### config.mk
export PLATFORM = sky130hd
export DESIGN_NAME = nor_host_ctrl
export DESIGN_NICKNAME = d
export VERILOG_FILES = /design/src/nor_host_pkg.sv /design/src/nor_host_ctrl.sv /design/src/nor_pin_sync.sv
export SDC_FILE = /design/constraint.sdc
export NUM_CORES = 1
export LEC_CHECK = 0
export BUFFER_PORTS_ARGS = -buffer_cell sky130_fd_sc_hd__buf_4
export CORE_MARGIN = 2
export CORE_UTILIZATION = 52
export CTS_CLUSTER_DIAMETER = 80
export DETAILED_ROUTE_END_ITERATION = 6
export GPL_TIMING_DRIVEN = 0
export HOLD_SLACK_MARGIN = 0.02
export PLACE_DENSITY = 0.8
export SYNTH_ARGS = -nofsm -noshare
export SYNTH_HDL_FRONTEND = slang
export SYNTH_HIERARCHICAL = 1
export SYNTH_SLANG_ARGS = --single-unit
### constraint.sdc
create_clock -name i_sys_clk -period 3.01 [get_ports i_sys_clk]
set_clock_uncertainty 0.05 [all_clocks]
set_input_delay 0.602 -clock i_sys_clk [delete_from_list [all_inputs] [get_ports i_sys_clk]]
set_output_delay 0.602 -clock i_sys_clk [all_outputs]
set_load 0.05 [all_outputs]
### src/nor_host_pkg.sv
/*
  Shared constants and carrier types for the parallel NOR flash host controller.
  Assumes a 50 MHz system clock and a x16 asynchronous flash on the far side.
*/
package nor_host_pkg;
  localparam int unsigned CLK_PERIOD_NS = 20;
  localparam int unsigned ADDR_W = 26;
  localparam int unsigned DATA_W = 16;
  localparam int unsigned BLOCK_ADDR_W = 16;
  localparam int unsigned BLOCK_NUM_W = 10;
  localparam int unsigned PAGE_ADDR_W = 4;
  localparam int unsigned GLITCH_NS = 3;
  localparam int unsigned RESET_TO_READ_NS = 150;
  localparam int unsigned RESET_TO_WRITE_NS = 150;
  localparam int unsigned RESET_PULSE_NS = 100;
  localparam int unsigned RANDOM_ACC_NS = 110;
  localparam int unsigned PAGE_ACC_NS = 20;
  localparam int unsigned WRITE_PULSE_NS = 50;
  localparam int unsigned SETUP_NS = 20;
  localparam int unsigned RESET_TO_READ_CYC =
    (RESET_TO_READ_NS + CLK_PERIOD_NS - 1) / CLK_PERIOD_NS;
  localparam int unsigned RESET_TO_WRITE_CYC =
    (RESET_TO_WRITE_NS + CLK_PERIOD_NS - 1) / CLK_PERIOD_NS;
  localparam int unsigned RESET_PULSE_CYC = (RESET_PULSE_NS + CLK_PERIOD_NS - 1) / CLK_PERIOD_NS;
  localparam int unsigned RANDOM_ACC_CYC = (RANDOM_ACC_NS + CLK_PERIOD_NS - 1) / CLK_PERIOD_NS;
  localparam int unsigned PAGE_ACC_CYC = (PAGE_ACC_NS + CLK_PERIOD_NS - 1) / CLK_PERIOD_NS;
  localparam int unsigned WRITE_PULSE_CYC = (WRITE_PULSE_NS + CLK_PERIOD_NS - 1) / CLK_PERIOD_NS;
  localparam int unsigned SETUP_CYC = (SETUP_NS + CLK_PERIOD_NS - 1) / CLK_PERIOD_NS;
  localparam int unsigned CNT_W = 8;
  // Polling status bit positions
  localparam int unsigned ST_POLL_BIT = 7;
  localparam int unsigned ST_TOGGLE_BIT = 6;
  localparam int unsigned ST_ERROR_BIT = 5;
  localparam int unsigned ST_ERASE_TIMER_BIT = 3;
  localparam int unsigned ST_ALT_TOGGLE_BIT = 2;
  localparam int unsigned ST_ABORT_BIT = 1;
  localparam logic [7:0] STATUS_UPPER = 8'h00;
  localparam logic [15:0] STATUS_RESET = 16'h0000;

  typedef enum logic [1:0] {
    CMD_READ = 2'h0,
    CMD_WRITE = 2'h1,
    CMD_POLL = 2'h2,
    CMD_RESET = 2'h3
  } cmd_op_t;

  typedef struct packed {
    cmd_op_t op;
    logic [ADDR_W-1:0] addr;
    logic [DATA_W-1:0] data;
  } host_req_t;

  typedef struct packed {
    logic done_poll;
    logic toggling;
    logic alt_toggling;
    logic error;
    logic erase_started;
    logic aborted;
  } poll_result_t;

  function automatic logic [BLOCK_NUM_W-1:0] block_of(input logic [ADDR_W-1:0] a);
    return a[ADDR_W-1:BLOCK_ADDR_W];
  endfunction
endpackage

### src/nor_host_ctrl.sv
/*
  Host controller driving an asynchronous x16 NOR flash bus: random and page
  reads, command writes, hardware reset with wake-up wait, and status polling.
  Assumes the flash sits directly on the o_/i_ pins and a pull-up on ready_busy_n.
*/
// How it works
// - Read drives address, chip select and output enable low, write strobe high.
// - Write keeps output enable high, chip select and strobe low, reset high.
// - Address is set up before the later falling edge of select or strobe.
// - Data is held stable until the earlier rising edge of select or strobe.
// - After reset rises host waits read and write wake-up delays.
// - Host monitors operations with polling status and the ready/busy pin, never status register.
// - Status bit 1 set means abort; host must issue abort-reset sequence. Host only reports it in o_poll.aborted.
`timescale 1ns/100ps
module nor_host_ctrl #(
  parameter int unsigned ADDR_W = nor_host_pkg::ADDR_W,
  parameter int unsigned DATA_W = nor_host_pkg::DATA_W
) (
  input wire logic i_sys_clk,
  input wire logic i_rst_n,
  input wire nor_host_pkg::host_req_t i_req,
  input wire logic i_req_valid,
  output logic o_req_ready,
  output logic [DATA_W-1:0] o_rd_data,
  output nor_host_pkg::poll_result_t o_poll,
  output logic o_done,
  output logic o_contents_invalid,
  output logic o_busy_pin,
  output logic [ADDR_W-1:0] o_flash_addr,
  output logic o_chip_select_n,
  output logic o_output_enable_n,
  output logic o_write_strobe_n,
  output logic o_hw_reset_n,
  output logic o_write_protect_n,
  output logic [DATA_W-1:0] o_dq_out,
  output logic o_dq_oe_n,
  input wire logic [DATA_W-1:0] i_dq_in,
  input wire logic i_ready_busy_n
);
  initial begin
    if (ADDR_W != nor_host_pkg::ADDR_W || DATA_W != nor_host_pkg::DATA_W) begin
      $error("nor_host_ctrl: unsupported bus widths");
    end
  end

  typedef enum logic [3:0] {
    ST_IDLE = 4'h0,
    ST_RD_ACC = 4'h1,
    ST_RD_DONE = 4'h2,
    ST_WR_SETUP = 4'h3,
    ST_WR_PULSE = 4'h4,
    ST_WR_HOLD = 4'h5,
    ST_RST_LOW = 4'h6,
    ST_RST_WAIT = 4'h7,
    ST_POLL_A = 4'h8,
    ST_POLL_B = 4'h9,
    ST_GAP = 4'ha
  } state_t;

  state_t state_ff, nxt_state;
  logic [nor_host_pkg::CNT_W-1:0] cnt_ff, nxt_cnt;
  nor_host_pkg::host_req_t req_ff, nxt_req;
  logic [ADDR_W-1:0] addr_ff, nxt_addr;
  logic ce_n_ff, nxt_ce_n;
  logic oe_n_ff, nxt_oe_n;
  logic we_n_ff, nxt_we_n;
  logic rst_n_ff, nxt_rst_n;
  logic dq_oe_n_ff, nxt_dq_oe_n;
  logic [DATA_W-1:0] dq_out_ff, nxt_dq_out;
  logic [DATA_W-1:0] rd_data_ff, nxt_rd_data;
  logic [DATA_W-1:0] first_ff, nxt_first;
  nor_host_pkg::poll_result_t poll_ff, nxt_poll;
  logic done_ff, nxt_done;
  logic page_valid_ff, nxt_page_valid;
  logic invalid_ff, nxt_invalid;
  logic busy_sync;

  nor_pin_sync #(.RESET_VAL(1'b1)) u_rb_sync (
    .i_sys_clk(i_sys_clk),
    .i_rst_n(i_rst_n),
    .i_pin(i_ready_busy_n),
    .o_level(busy_sync)
  );

  // Same page when all address bits above the page offset match the last read
  function automatic logic same_page(input logic [ADDR_W-1:0] a, input logic [ADDR_W-1:0] b);
    return a[ADDR_W-1:nor_host_pkg::PAGE_ADDR_W] == b[ADDR_W-1:nor_host_pkg::PAGE_ADDR_W];
  endfunction

  always_comb begin
    nxt_state = state_ff;
    nxt_cnt = (cnt_ff != '0) ? cnt_ff - 1'b1 : cnt_ff;
    nxt_req = req_ff;
    nxt_addr = addr_ff;
    nxt_ce_n = ce_n_ff;
    nxt_oe_n = oe_n_ff;
    nxt_we_n = we_n_ff;
    nxt_rst_n = rst_n_ff;
    nxt_dq_oe_n = dq_oe_n_ff;
    nxt_dq_out = dq_out_ff;
    nxt_rd_data = rd_data_ff;
    nxt_first = first_ff;
    nxt_poll = poll_ff;
    nxt_done = 1'b0;
    nxt_page_valid = page_valid_ff;
    nxt_invalid = invalid_ff;
    unique case (state_ff)
      ST_IDLE: begin
        if (i_req_valid) begin
          nxt_req = i_req;
          nxt_addr = i_req.addr;
          unique case (i_req.op)
            nor_host_pkg::CMD_READ: begin
              nxt_ce_n = 1'b0;
              nxt_oe_n = 1'b0;
              nxt_dq_oe_n = 1'b1;
              nxt_cnt = (page_valid_ff && !ce_n_ff && same_page(i_req.addr, addr_ff)) ?
                nor_host_pkg::CNT_W'(nor_host_pkg::PAGE_ACC_CYC) :
                nor_host_pkg::CNT_W'(nor_host_pkg::RANDOM_ACC_CYC);
              nxt_state = ST_RD_ACC;
            end
            nor_host_pkg::CMD_WRITE: begin
              // address and select settle before the strobe falls
              nxt_ce_n = 1'b0;
              nxt_oe_n = 1'b1;
              nxt_dq_out = i_req.data;
              nxt_dq_oe_n = 1'b0;
              nxt_page_valid = 1'b0;
              nxt_cnt = nor_host_pkg::CNT_W'(nor_host_pkg::SETUP_CYC);
              nxt_state = ST_WR_SETUP;
            end
            nor_host_pkg::CMD_POLL: begin
              nxt_ce_n = 1'b0;
              nxt_oe_n = 1'b0;
              nxt_dq_oe_n = 1'b1;
              nxt_page_valid = 1'b0;
              nxt_cnt = nor_host_pkg::CNT_W'(nor_host_pkg::RANDOM_ACC_CYC);
              nxt_state = ST_POLL_A;
            end
            default: begin
              nxt_ce_n = 1'b1;
              nxt_oe_n = 1'b1;
              nxt_we_n = 1'b1;
              nxt_dq_oe_n = 1'b1;
              nxt_rst_n = 1'b0;
              nxt_page_valid = 1'b0;
              // a reset while busy leaves the target contents undefined
              nxt_invalid = !busy_sync;
              nxt_cnt = nor_host_pkg::CNT_W'(nor_host_pkg::RESET_PULSE_CYC);
              nxt_state = ST_RST_LOW;
            end
          endcase
        end
      end
      ST_RD_ACC: begin
        if (cnt_ff == '0) begin
          nxt_rd_data = i_dq_in;
          nxt_page_valid = 1'b1;
          nxt_done = 1'b1;
          nxt_state = ST_IDLE; // select stays low after every read until a later write, poll or reset raises it
        end
      end
      ST_WR_SETUP: begin
        if (cnt_ff == '0) begin
          nxt_we_n = 1'b0;
          nxt_cnt = nor_host_pkg::CNT_W'(nor_host_pkg::WRITE_PULSE_CYC);
          nxt_state = ST_WR_PULSE;
        end
      end
      ST_WR_PULSE: begin
        if (cnt_ff == '0) begin
          nxt_we_n = 1'b1; // data held past the strobe rise
          nxt_cnt = nor_host_pkg::CNT_W'(nor_host_pkg::SETUP_CYC);
          nxt_state = ST_WR_HOLD;
        end
      end
      ST_WR_HOLD: begin
        if (cnt_ff == '0) begin
          nxt_ce_n = 1'b1;
          nxt_dq_oe_n = 1'b1;
          nxt_done = 1'b1;
          nxt_state = ST_IDLE;
        end
      end
      ST_RST_LOW: begin
        if (cnt_ff == '0) begin
          nxt_rst_n = 1'b1;
          nxt_cnt = nor_host_pkg::CNT_W'((nor_host_pkg::RESET_TO_READ_CYC >
            nor_host_pkg::RESET_TO_WRITE_CYC) ? nor_host_pkg::RESET_TO_READ_CYC :
            nor_host_pkg::RESET_TO_WRITE_CYC);
          nxt_state = ST_RST_WAIT;
        end
      end
      ST_RST_WAIT: begin
        if (cnt_ff == '0) begin
          nxt_poll = '0;
          nxt_done = 1'b1;
          nxt_state = ST_IDLE;
        end
      end
      ST_POLL_A: begin
        if (cnt_ff == '0) begin
          nxt_first = i_dq_in;
          nxt_oe_n = 1'b1; // Each status read must be a fresh output-enable cycle
          nxt_cnt = nor_host_pkg::CNT_W'(nor_host_pkg::SETUP_CYC);
          nxt_state = ST_GAP;
        end
      end
      ST_GAP: begin
        if (cnt_ff == '0) begin
          nxt_oe_n = 1'b0;
          nxt_cnt = nor_host_pkg::CNT_W'(nor_host_pkg::RANDOM_ACC_CYC);
          nxt_state = ST_POLL_B;
        end
      end
      ST_POLL_B: begin
        if (cnt_ff == '0) begin
          nxt_rd_data = i_dq_in;
          // bit 7 equals written data only when done
          nxt_poll.done_poll = (i_dq_in[nor_host_pkg::ST_POLL_BIT] ==
            req_ff.data[nor_host_pkg::ST_POLL_BIT]) && (i_dq_in[15:8] == req_ff.data[15:8] ||
            i_dq_in[15:8] != nor_host_pkg::STATUS_UPPER);
          nxt_poll.toggling = i_dq_in[nor_host_pkg::ST_TOGGLE_BIT] !=
            first_ff[nor_host_pkg::ST_TOGGLE_BIT];
          nxt_poll.alt_toggling = i_dq_in[nor_host_pkg::ST_ALT_TOGGLE_BIT] !=
            first_ff[nor_host_pkg::ST_ALT_TOGGLE_BIT];
          nxt_poll.error = i_dq_in[nor_host_pkg::ST_ERROR_BIT];
          nxt_poll.erase_started = i_dq_in[nor_host_pkg::ST_ERASE_TIMER_BIT];
          nxt_poll.aborted = i_dq_in[nor_host_pkg::ST_ABORT_BIT];
          nxt_ce_n = 1'b1;
          nxt_oe_n = 1'b1;
          nxt_done = 1'b1;
          nxt_state = ST_IDLE;
        end
      end
      default: begin
        nxt_state = ST_IDLE;
      end
    endcase
  end

  always_ff @(posedge i_sys_clk or negedge i_rst_n) begin
    if (!i_rst_n) begin
      state_ff <= ST_IDLE;
      cnt_ff <= '0;
      req_ff <= '0;
      addr_ff <= '0;
      ce_n_ff <= 1'b1;
      oe_n_ff <= 1'b1;
      we_n_ff <= 1'b1;
      rst_n_ff <= 1'b1;
      dq_oe_n_ff <= 1'b1;
      dq_out_ff <= '0;
      rd_data_ff <= '0;
      first_ff <= nor_host_pkg::STATUS_RESET;
      poll_ff <= '0;
      done_ff <= 1'b0;
      page_valid_ff <= 1'b0;
      invalid_ff <= 1'b0;
    end else begin
      state_ff <= nxt_state;
      cnt_ff <= nxt_cnt;
      req_ff <= nxt_req;
      addr_ff <= nxt_addr;
      ce_n_ff <= nxt_ce_n;
      oe_n_ff <= nxt_oe_n;
      we_n_ff <= nxt_we_n;
      rst_n_ff <= nxt_rst_n;
      dq_oe_n_ff <= nxt_dq_oe_n;
      dq_out_ff <= nxt_dq_out;
      rd_data_ff <= nxt_rd_data;
      first_ff <= nxt_first;
      poll_ff <= nxt_poll;
      done_ff <= nxt_done;
      page_valid_ff <= nxt_page_valid;
      invalid_ff <= nxt_invalid;
    end
  end

  assign o_req_ready = (state_ff == ST_IDLE);
  assign o_rd_data = rd_data_ff;
  assign o_poll = poll_ff;
  assign o_done = done_ff;
  assign o_contents_invalid = invalid_ff;
  assign o_busy_pin = !busy_sync;
  assign o_flash_addr = addr_ff;
  assign o_chip_select_n = ce_n_ff;
  assign o_output_enable_n = oe_n_ff;
  assign o_write_strobe_n = we_n_ff;
  assign o_hw_reset_n = rst_n_ff;
  assign o_write_protect_n = 1'b1; // keep the top end block (10'h3ff) writable
  assign o_dq_out = dq_out_ff;
  assign o_dq_oe_n = dq_oe_n_ff;
endmodule

### src/nor_pin_sync.sv
/*
  Three-stage synchroniser with agreement filter for one asynchronous pin.
  Assumes the pin is not related to i_sys_clk.
*/
`timescale 1ns/100ps
module nor_pin_sync #(
  parameter logic RESET_VAL = 1'b1
) (
  input wire logic i_sys_clk,
  input wire logic i_rst_n,
  input wire logic i_pin,
  output logic o_level
);
  logic [2:0] sync_ff;
  logic [2:0] nxt_sync;
  logic level_ff;
  logic nxt_level;

  always_comb begin
    nxt_sync = {sync_ff[1:0], i_pin};
    // Only stages two and three are looked at; stage one feeds stage two alone
    nxt_level = (sync_ff[1] == sync_ff[2]) ? sync_ff[2] : level_ff;
  end

  always_ff @(posedge i_sys_clk or negedge i_rst_n) begin
    if (!i_rst_n) begin
      sync_ff <= {3{RESET_VAL}};
      level_ff <= RESET_VAL;
    end else begin
      sync_ff <= nxt_sync;
      level_ff <= nxt_level;
    end
  end

  assign o_level = level_ff;
endmodule

==> impl_results.md, run 1 <==
* Status: complete, no violations
* Iteration-0 DRC Markers at 246
* Ant diodes at 0
* DRT Pass-1 Iters at 4
* # setup viols final at 0
* Total grt overflow at 0
* Die Y-Extent at 98.6 µm
* Clk slew on worst S/H paths at 0.10 ns
* Post-CTS Setup Bufs at 0
* Clock power share at 33.6%
* I/O Pins at 138
* Clk sinks at 99
* Layout Area Growth over Synthesis at 29.3%
* P_leak at 3.04 nW
* DR vias at 3775
* Initial Utilization at 53.6%
* Residual DRC count at 0
* Critical path class: reg2reg
* Synth Cell Area at 4650 µm²
* Die Area at 9710 µm²
* Post-synth ARST share at 100%
* Setup TNS at 0 ns
* Simple logic cell fraction of the synthesized area at 18.4%
* Fin crit period at 2.42 ns
* Vias per inst at 5.37
* Sw Share at 26.2%
* Nature of the critical path startpoint: register
* Reg2reg path depth at 8
* Count of final hold-check violations at 0
* Worst hold path type: in2async
* Gate Count Post-Synth at 443
* GRT Overall Usage at 23.2%
* Post-Synth XOR/XNOR Area at 7.16%
* Sw Pwr at 0.625 mW
* Largest buffer count on any clock path at 2
* Number of synthesized flops with an enable pin at 0
* Synth cell types at 56
* Largest family of logic cells by synthesized area: simple AND/OR/NAND/NOR gates
* CP Data Arrival Time at 2.62 ns
* WL final at 11100 µm
* YS warnings at 6
* WP data required at 3.20 ns
* Syn avg cell area at 10.5 µm²
* Headroom to the max-slew limit at 63.2%
* Die width at 98.6 µm
* Compound-cell area share of the yosys netlist at 7.59%
* Register area share after synthesis at 53.5%
* Port Buffers at 135
* Antenna Nets Post-Route at 0
* PwrDens at 397 nW/µm²
* Largest net degree at the start of global routing at 100
* Fmax at 0.412 GHz
* DP HPWL at 8260 µm
* CTS Root Buffer Type: clkbuf_8
* Initial antenna violation count at 0
* Layout cells sized above 1 at 35.1%
* Comb pwr share at 9.6%
* Period utilization at 80.6%
* VDD IR max at 0.306 mV
* Post-CTS Resized at 0
* Worst slew pin tran at 0.545 ns
* Nets at 657
* Routed WL per cell at 15.8 µm
* FP Rows at 34
* Vias in the first global route at 3750
* H-tree Lvls at 3
* Mux contribution to synthesized area at 9.28%
* Max cap viols at 0
* Final GP Congestion at 0.858
* Fill cell count at 666
* Synth Flop Type: dfrtp_1
* Post-Place Setup Slack at 0.607 ns
* RSZ-0062 raised after global routing: false
* Synth Net Count at 510
* CTS tree: built
* Num CTS Buffers at 9
* First-pass GRT wire length at 18300 µm
* Internal power at 1.76 mW
* Crit path max fanout at 9
* Slew Viols, Final at 0
* Synth Area in Adders at 1.05%
* Core area at 8680 µm²
* Final Worst Setup Slack at 0.585 ns
* Synthesis-stage register bit count at 99
* Hold bufs inserted after CTS at 0
* Crit. End Element: register
* Sequential share of power at 56.8%
* Worst-skew pair later-pin latency at 0.36 ns
[layout by cell type (no fill, tap or decap), types with 7 or more instances in the layout]
| cell | n |
|---|---|
| mux2_2 | 33 |
| xor2_1 | 12 |
| clkbuf_8 | 9 |
| buf_4 | 136 |
| xnor2_1 | 26 |
| dfstp_2 | 9 |
| clkbuf_1 | 11 |
| nand4_1 | 7 |
| dfrtp_1 | 90 |
| a21oi_1 | 9 |
| o21ai_0 | 11 |
| inv_1 | 8 |
| nand2_1 | 117 |
| nor2_1 | 11 |
| nor4_1 | 7 |
[synthesized netlist by cell type, types with 2 or more instances]
library cell,n,area [µm²]
mux2_4,2,30.0
dfrtp_1,90,2250
o31ai_1,6,45.0
xor2_1,12,105
inv_1,8,30.0
a22o_1,5,43.8
a211oi_1,3,22.5
a32o_1,2,20.0
xnor2_1,26,228
or3_1,4,25.0
nand2_1,117,439
nand4_1,7,43.8
buf_1,6,22.5
nor4b_1,2,17.5
a21oi_1,9,45.0
nand4b_1,3,26.3
nand2b_1,3,18.8
nor4_1,7,43.8
nor3_1,6,30.0
clkbuf_1,11,41.3
dfstp_2,9,236
nor3b_1,3,22.5
and2_1,2,12.5
buf_2,3,15.0
nor2_1,11,41.3
mux2i_1,3,30.0
o211ai_1,3,22.5
o311ai_0,3,26.3
mux2_2,33,372
ha_1,3,37.5
o21ai_0,11,55.1
nand3_1,6,30.0
[final cells by class]
type	instances	area (µm²)	area share, %
buffer	22	97.6	1.62
clock buffer	9	124	2.06
clock inverter	7	63.8	1.06
inverter	9	36.3	0.603
multi-input combinational	313	2030	33.7
sequential	99	2490	41.4
tap	108	135	2.25
timing repair buffer	136	1040	17.3
[path summary, 6_finish.rpt]
path / from / to / slack, ns
worst min register to register: u_rb_sync/sync_ff[0]$_DFF_PN1_ / u_rb_sync/sync_ff[1]$_DFF_PN1_ / 0.31
min in group i_sys_clk: i_ready_busy_n / u_rb_sync/sync_ff[0]$_DFF_PN1_ / 0.30
worst max-delay path: cnt_ff[0]$_DFF_PN0_ / first_ff[2]$_DFFE_PN0P_ / 0.59
worst max register to register: cnt_ff[0]$_DFF_PN0_ / first_ff[2]$_DFFE_PN0P_ / 0.59
worst min-delay path: i_rst_n / o_flash_addr[17]$_DFFE_PN0P_ / 0.13
max in group asynchronous: i_rst_n / u_rb_sync/o_level$_DFFE_PN1N_ / 2.07
[sequential cells by signal, indices dropped and copies added (netlist names), 2 cells and up]
name,count
first_ff,2
o_poll,6
o_rd_data,16
req_ff,9
o_flash_addr,26
state_ff,4
o_dq_out,16
u_rb_sync/sync_ff,3
cnt_ff,8
[stage by stage]
| stage | power (mW) | hold slack [ns] | instance area [µm²] | util [%] | instances |
|---|---|---|---|---|---|
| after floorplan | 1.47 | 0.256 | 4650 | - | 443 |
| after global placement | 1.60 | 0.297 | 5800 | 66.8 | 686 |
| after detailed placement | 1.61 | 0.304 | 5800 | 66.8 | 686 |
| after CTS | 2.41 | 0.290 | 5990 | 69.0 | 702 |
| after global routing | 2.48 | 0.142 | 6010 | 69.3 | 703 |
| final | 2.39 | 0.132 | 6010 | 69.3 | 703 |
[logic make-up after synthesis]
group	count (synthesis)
muxes	38
other	1
DFF	99
and+or+nand+nor	181
AOI/OAI and AO/OA	51
adders and majority gates	4
xor gates and xnor gates	38
buffers and inverters	31
[per-layer routing]
layer  part of all wire, %  up-vias  global-route usage (%)
met4                   1.4        0                    6.74
met3                   5.4       14                    3.90
met5                     0        -                       0
li1                      -     1816                       -
met2                    51      120                    39.1
met1                    42     1825                    31.1
[worst max-delay path, stage by stage, from the launching register on]
cell and delay [ns]:
dfrtp_1 0.42, inv_1 0.11, ha_1 0.20, nor4b_2 0.29, and2_1 0.20, buf_6 0.15
inv_4 0.07, or4_4 0.51, mux2_4 0.31
[power by group through the flow]
stage,logic [mW],clock network (mW),registers [mW]
2_1_floorplan,0.0522,0,1.42
3_3_place_gp,0.223,0,1.38
3_5_place_dp,0.226,0,1.38
4_1_cts,0.227,0.827,1.36
5_1_grt,0.246,0.878,1.36
6_report,0.229,0.804,1.36
Note: power is estimated with default switching activity, not from simulation.
==> run 2: changes to the inputs <==
Settings changed: ABC_AREA from default to 1.
Clock period 3.01 ns to 2.27 ns, I/O delays scaled along.
==> run 2 against run 1 <==
Critical path depth rose by 4. Power rose to 4.0 times the previous value. First-iteration DRC count down 34%. Combinational power grew to 23 times the previous value. Setup slack worse by 0.38 ns. Clock power up 36%. Final cell count grew 24%.
==> impl_results.md, run 2 <==
* Largest buffer count on any clock path at 2 (unchanged)
* PwrDens at 1540 nW/µm² (was 397 nW/µm²)
* DP Area at 5990 µm² (was 5800 µm²)
* Layout cells sized above 1 at 26.5% (was 35.1%)
* Fmax at 0.484 GHz (was 0.412 GHz)
* Vias per inst at 4.97 (was 5.37)
* Period utilization at 91.1% (was 80.6%)
* CTS tree: built (unchanged)
* H-tree Lvls at 3 (unchanged)
* Clk slew on worst S/H paths at 0.11 ns (was 0.10 ns)
* FP Rows at 35 (was 34)
* Crit. End Element: register (unchanged)
* Syn avg cell area at 7.91 µm² (was 10.5 µm²)
* Initial antenna violation count at 0 (unchanged)
* Layout Area Growth over Synthesis at 28.6% (was 29.3%)
* Synth Net Count at 677 (was 510)
* Critical Path End: cnt_ff[0]$_DFF_PN0_ (was first_ff[2]$_DFFE_PN0P_)
* Worst setup path startpoint: cnt_ff[0]$_DFF_PN0_ (unchanged)
* Antenna Nets Post-Route at 0 (unchanged)
* Slew Viols, Final at 0 (unchanged)
* Final instance area at 6200 µm² (was 6010 µm²)
* DRT Pass-1 Iters at 5 (was 4)
* Worst-skew pair later-pin latency at 0.36 ns (about the same)
* Commonest cells after routing, fill and taps aside: nand2_1, buf_4, dfrtp_1 (was buf_4, nand2_1, dfrtp_1)
* Clk sinks at 99 (unchanged)
* Count of final hold-check violations at 0 (unchanged)
* Most common cell after layout, fill and taps aside: nand2_1 (was buf_4)
* Ranking of synthesized cells by area: dfrtp_1, nand2_1, inv_1 (was dfrtp_1, nand2_1, mux2_2)
* Fin Hold WS at 0.0168 ns (was 0.132 ns)
* Synth Flop Type: dfrtp_1 (unchanged)
* Status: complete, no violations (unchanged)
* Post-CTS Resized at 0 (unchanged)
* Crit path max fanout at 11 (was 9)
* Nature of the critical path startpoint: register (unchanged)
* Most instantiated cells after synthesis: nand2_1, dfrtp_1, inv_1 (was nand2_1, dfrtp_1, mux2_2)
* Post-synth ARST share at 100% (unchanged)
* Die Area at 10100 µm² (was 9710 µm²)
* Synth Cell Area at 4830 µm² (was 4650 µm²)
* Largest net degree at the start of global routing at 100 (unchanged)
* Reg2reg setup slack at 0.20 ns (was 0.59 ns)
* Total grt overflow at 0 (unchanged)
* CP Data Arrival Time at 2.30 ns (was 2.62 ns)
* Number of synthesized flops with an enable pin at 0 (unchanged)
* Routed WL per cell at 13.0 µm (was 15.8 µm)
* Count leader, synth: nand2_1 (unchanged)
* Iteration-0 DRC Markers at 162 (was 246)
* Hold bufs inserted after CTS at 0 (unchanged)
* First-pass GRT wire length at 18800 µm (was 18300 µm)
* Gate Count Post-Synth at 610 (was 443)
* Fin crit period at 2.07 ns (was 2.42 ns)
* Synth cell types at 36 (was 56)
* Max FFs per register at 26 (unchanged)
* Initial Utilization at 53.0% (was 53.6%)
* Residual DRC count at 0 (unchanged)
* Vias in the first global route at 4122 (was 3750)
* RR Startpoint: cnt_ff[0]$_DFF_PN0_ (unchanged)
* # setup viols final at 0 (unchanged)
* YS warnings at 6 (unchanged)
* Die width at 100 µm (was 98.6 µm)
* I/O Pins at 138 (unchanged)
* Worst slew pin tran at 0.559 ns (was 0.545 ns)
* Setup TNS at 0 ns (unchanged)
* VDD IR max at 1.02 mV (was 0.306 mV)
* RSZ-0062 raised after global routing: false (unchanged)
* Register area share after synthesis at 51.6% (was 53.5%)
* WP data required at 2.50 ns (was 3.20 ns)
* Area leader, netlist: dfrtp_1 (unchanged)
* Critical path class: reg2reg (unchanged)
* DR vias at 4346 (was 3775)
* Worst hold path type: in2async (unchanged)
* Max cap viols at 0 (unchanged)
* DP HPWL at 8580 µm (was 8260 µm)
* Headroom to the max-slew limit at 62.7% (was 63.2%)
* GRT Overall Usage at 23.0% (was 23.2%)
* Port Buffers at 136 (was 135)
* Fill cell count at 756 (was 666)
* FF-to-FF End: cnt_ff[0]$_DFF_PN0_ (was first_ff[2]$_DFFE_PN0P_)
* Die Y-Extent at 100 µm (was 98.6 µm)
* Synthesis-stage register bit count at 99 (unchanged)
* Post-CTS Setup Bufs at 0 (unchanged)
* Nets at 825 (was 657)
* Total Power at 9.56 mW (was 2.39 mW)
* Reg2reg path depth at 12 (was 8)
* P_leak at 3.35 nW (was 3.04 nW)
* Share of the synthesized area in the top cell type at 46.7% (was 48.4%)
* Final GP Congestion at 0.947 (was 0.858)
* Core area at 9110 µm² (was 8680 µm²)
* CTS Root Buffer Type: clkbuf_8 (unchanged)
* Ant diodes at 0 (unchanged)
* WL final at 11300 µm (was 11100 µm)
* Num CTS Buffers at 9 (unchanged)
-- run 2: per-layer routing --
metal  track usage [%]  share of wire [%]
met1              31.1                 43
met2              36.1                 48
met3              5.57                8.0
met4              8.64                1.4
met5                 0                  0
-- run 2: area by class of cell --
| type | instances | area, µm² | share of cell area (%) |
|---|---|---|---|
| well taps | 111 | 139 | 2.24 |
| multi-input cells | 405 | 1910 | 30.8 |
| plain buffers | 15 | 83.8 | 1.35 |
| clock inverters | 7 | 67.6 | 1.09 |
| clock buffers | 9 | 124 | 2.00 |
| inverters | 91 | 342 | 5.51 |
| repair buffers | 137 | 1050 | 16.9 |
| flip-flops and latches | 99 | 2490 | 40.1 |
-- run 2: where the power goes --
| part | total (mW) | internal, mW | leakage (nW) | switching, mW |
|---|---|---|---|---|
| Clock | 1.09 | 0.428 | 0.0993 | 0.661 |
| Sequential | 3.19 | 2.61 | 1.13 | 0.585 |
| Combinational | 5.28 | 1.64 | 2.12 | 3.64 |
| Total | 9.56 | 4.68 | 3.35 | 4.89 |
-- run 2: logic make-up after synthesis --
logic type | after synthesis | synth area share [%]
AND/OR/NAND/NOR | 298 | 25.5
buffers and inverters | 106 | 8.82
flip-flops | 99 | 51.6
other | 1 | 0.0777
adder cells (fa/ha/maj) | 3 | 0.778
AO/OA/AOI/OAI | 88 | 10.5
XOR/XNOR | 15 | 2.72
-- run 2: how the worst min path moves through the flow --
stage | from | end | slack (ns) | depth (start not counted)
global route | i_rst_n | o_rd_data[14]$_DFFE_PN0P_ | 0.04 | 1
detailed placement | u_rb_sync/sync_ff[0]$_DFF_PN1_ | u_rb_sync/sync_ff[1]$_DFF_PN1_ | 0.30 | 0
global placement | u_rb_sync/sync_ff[0]$_DFF_PN1_ | u_rb_sync/sync_ff[1]$_DFF_PN1_ | 0.30 | 0
floorplan | i_rst_n | cnt_ff[0]$_DFF_PN0_ | 0.11 | 0
CTS | i_ready_busy_n | u_rb_sync/sync_ff[0]$_DFF_PN1_ | 0.13 | 1
finish | i_rst_n | o_dq_out[11]$_DFFE_PN0P_ | 0.02 | 1
-- run 2: per-stage QoR --
| step | setup slack (ns) | util [%] | cells |
|---|---|---|---|
| after global routing | 0.0756 | 68.1 | 874 |
| after floorplan | 0.457 | - | 610 |
| final | 0.203 | 68.1 | 874 |
| after CTS | 0.218 | 67.8 | 873 |
| after global placement | 0.286 | 65.7 | 857 |
| after detailed placement | 0.237 | 65.7 | 857 |
-- run 2: critical path, stage by stage (launching register included) --
cell and delay [ns]:
dfrtp_1 0.39, inv_1 0.12, ha_1 0.23, nand2_1 0.10, nor2_2 0.13, nand2_1 0.10
buf_2 0.21, ha_1 0.29, inv_1 0.07, nand2_1 0.05, nand3_1 0.08, nor2_1 0.04
a21oi_1 0.13
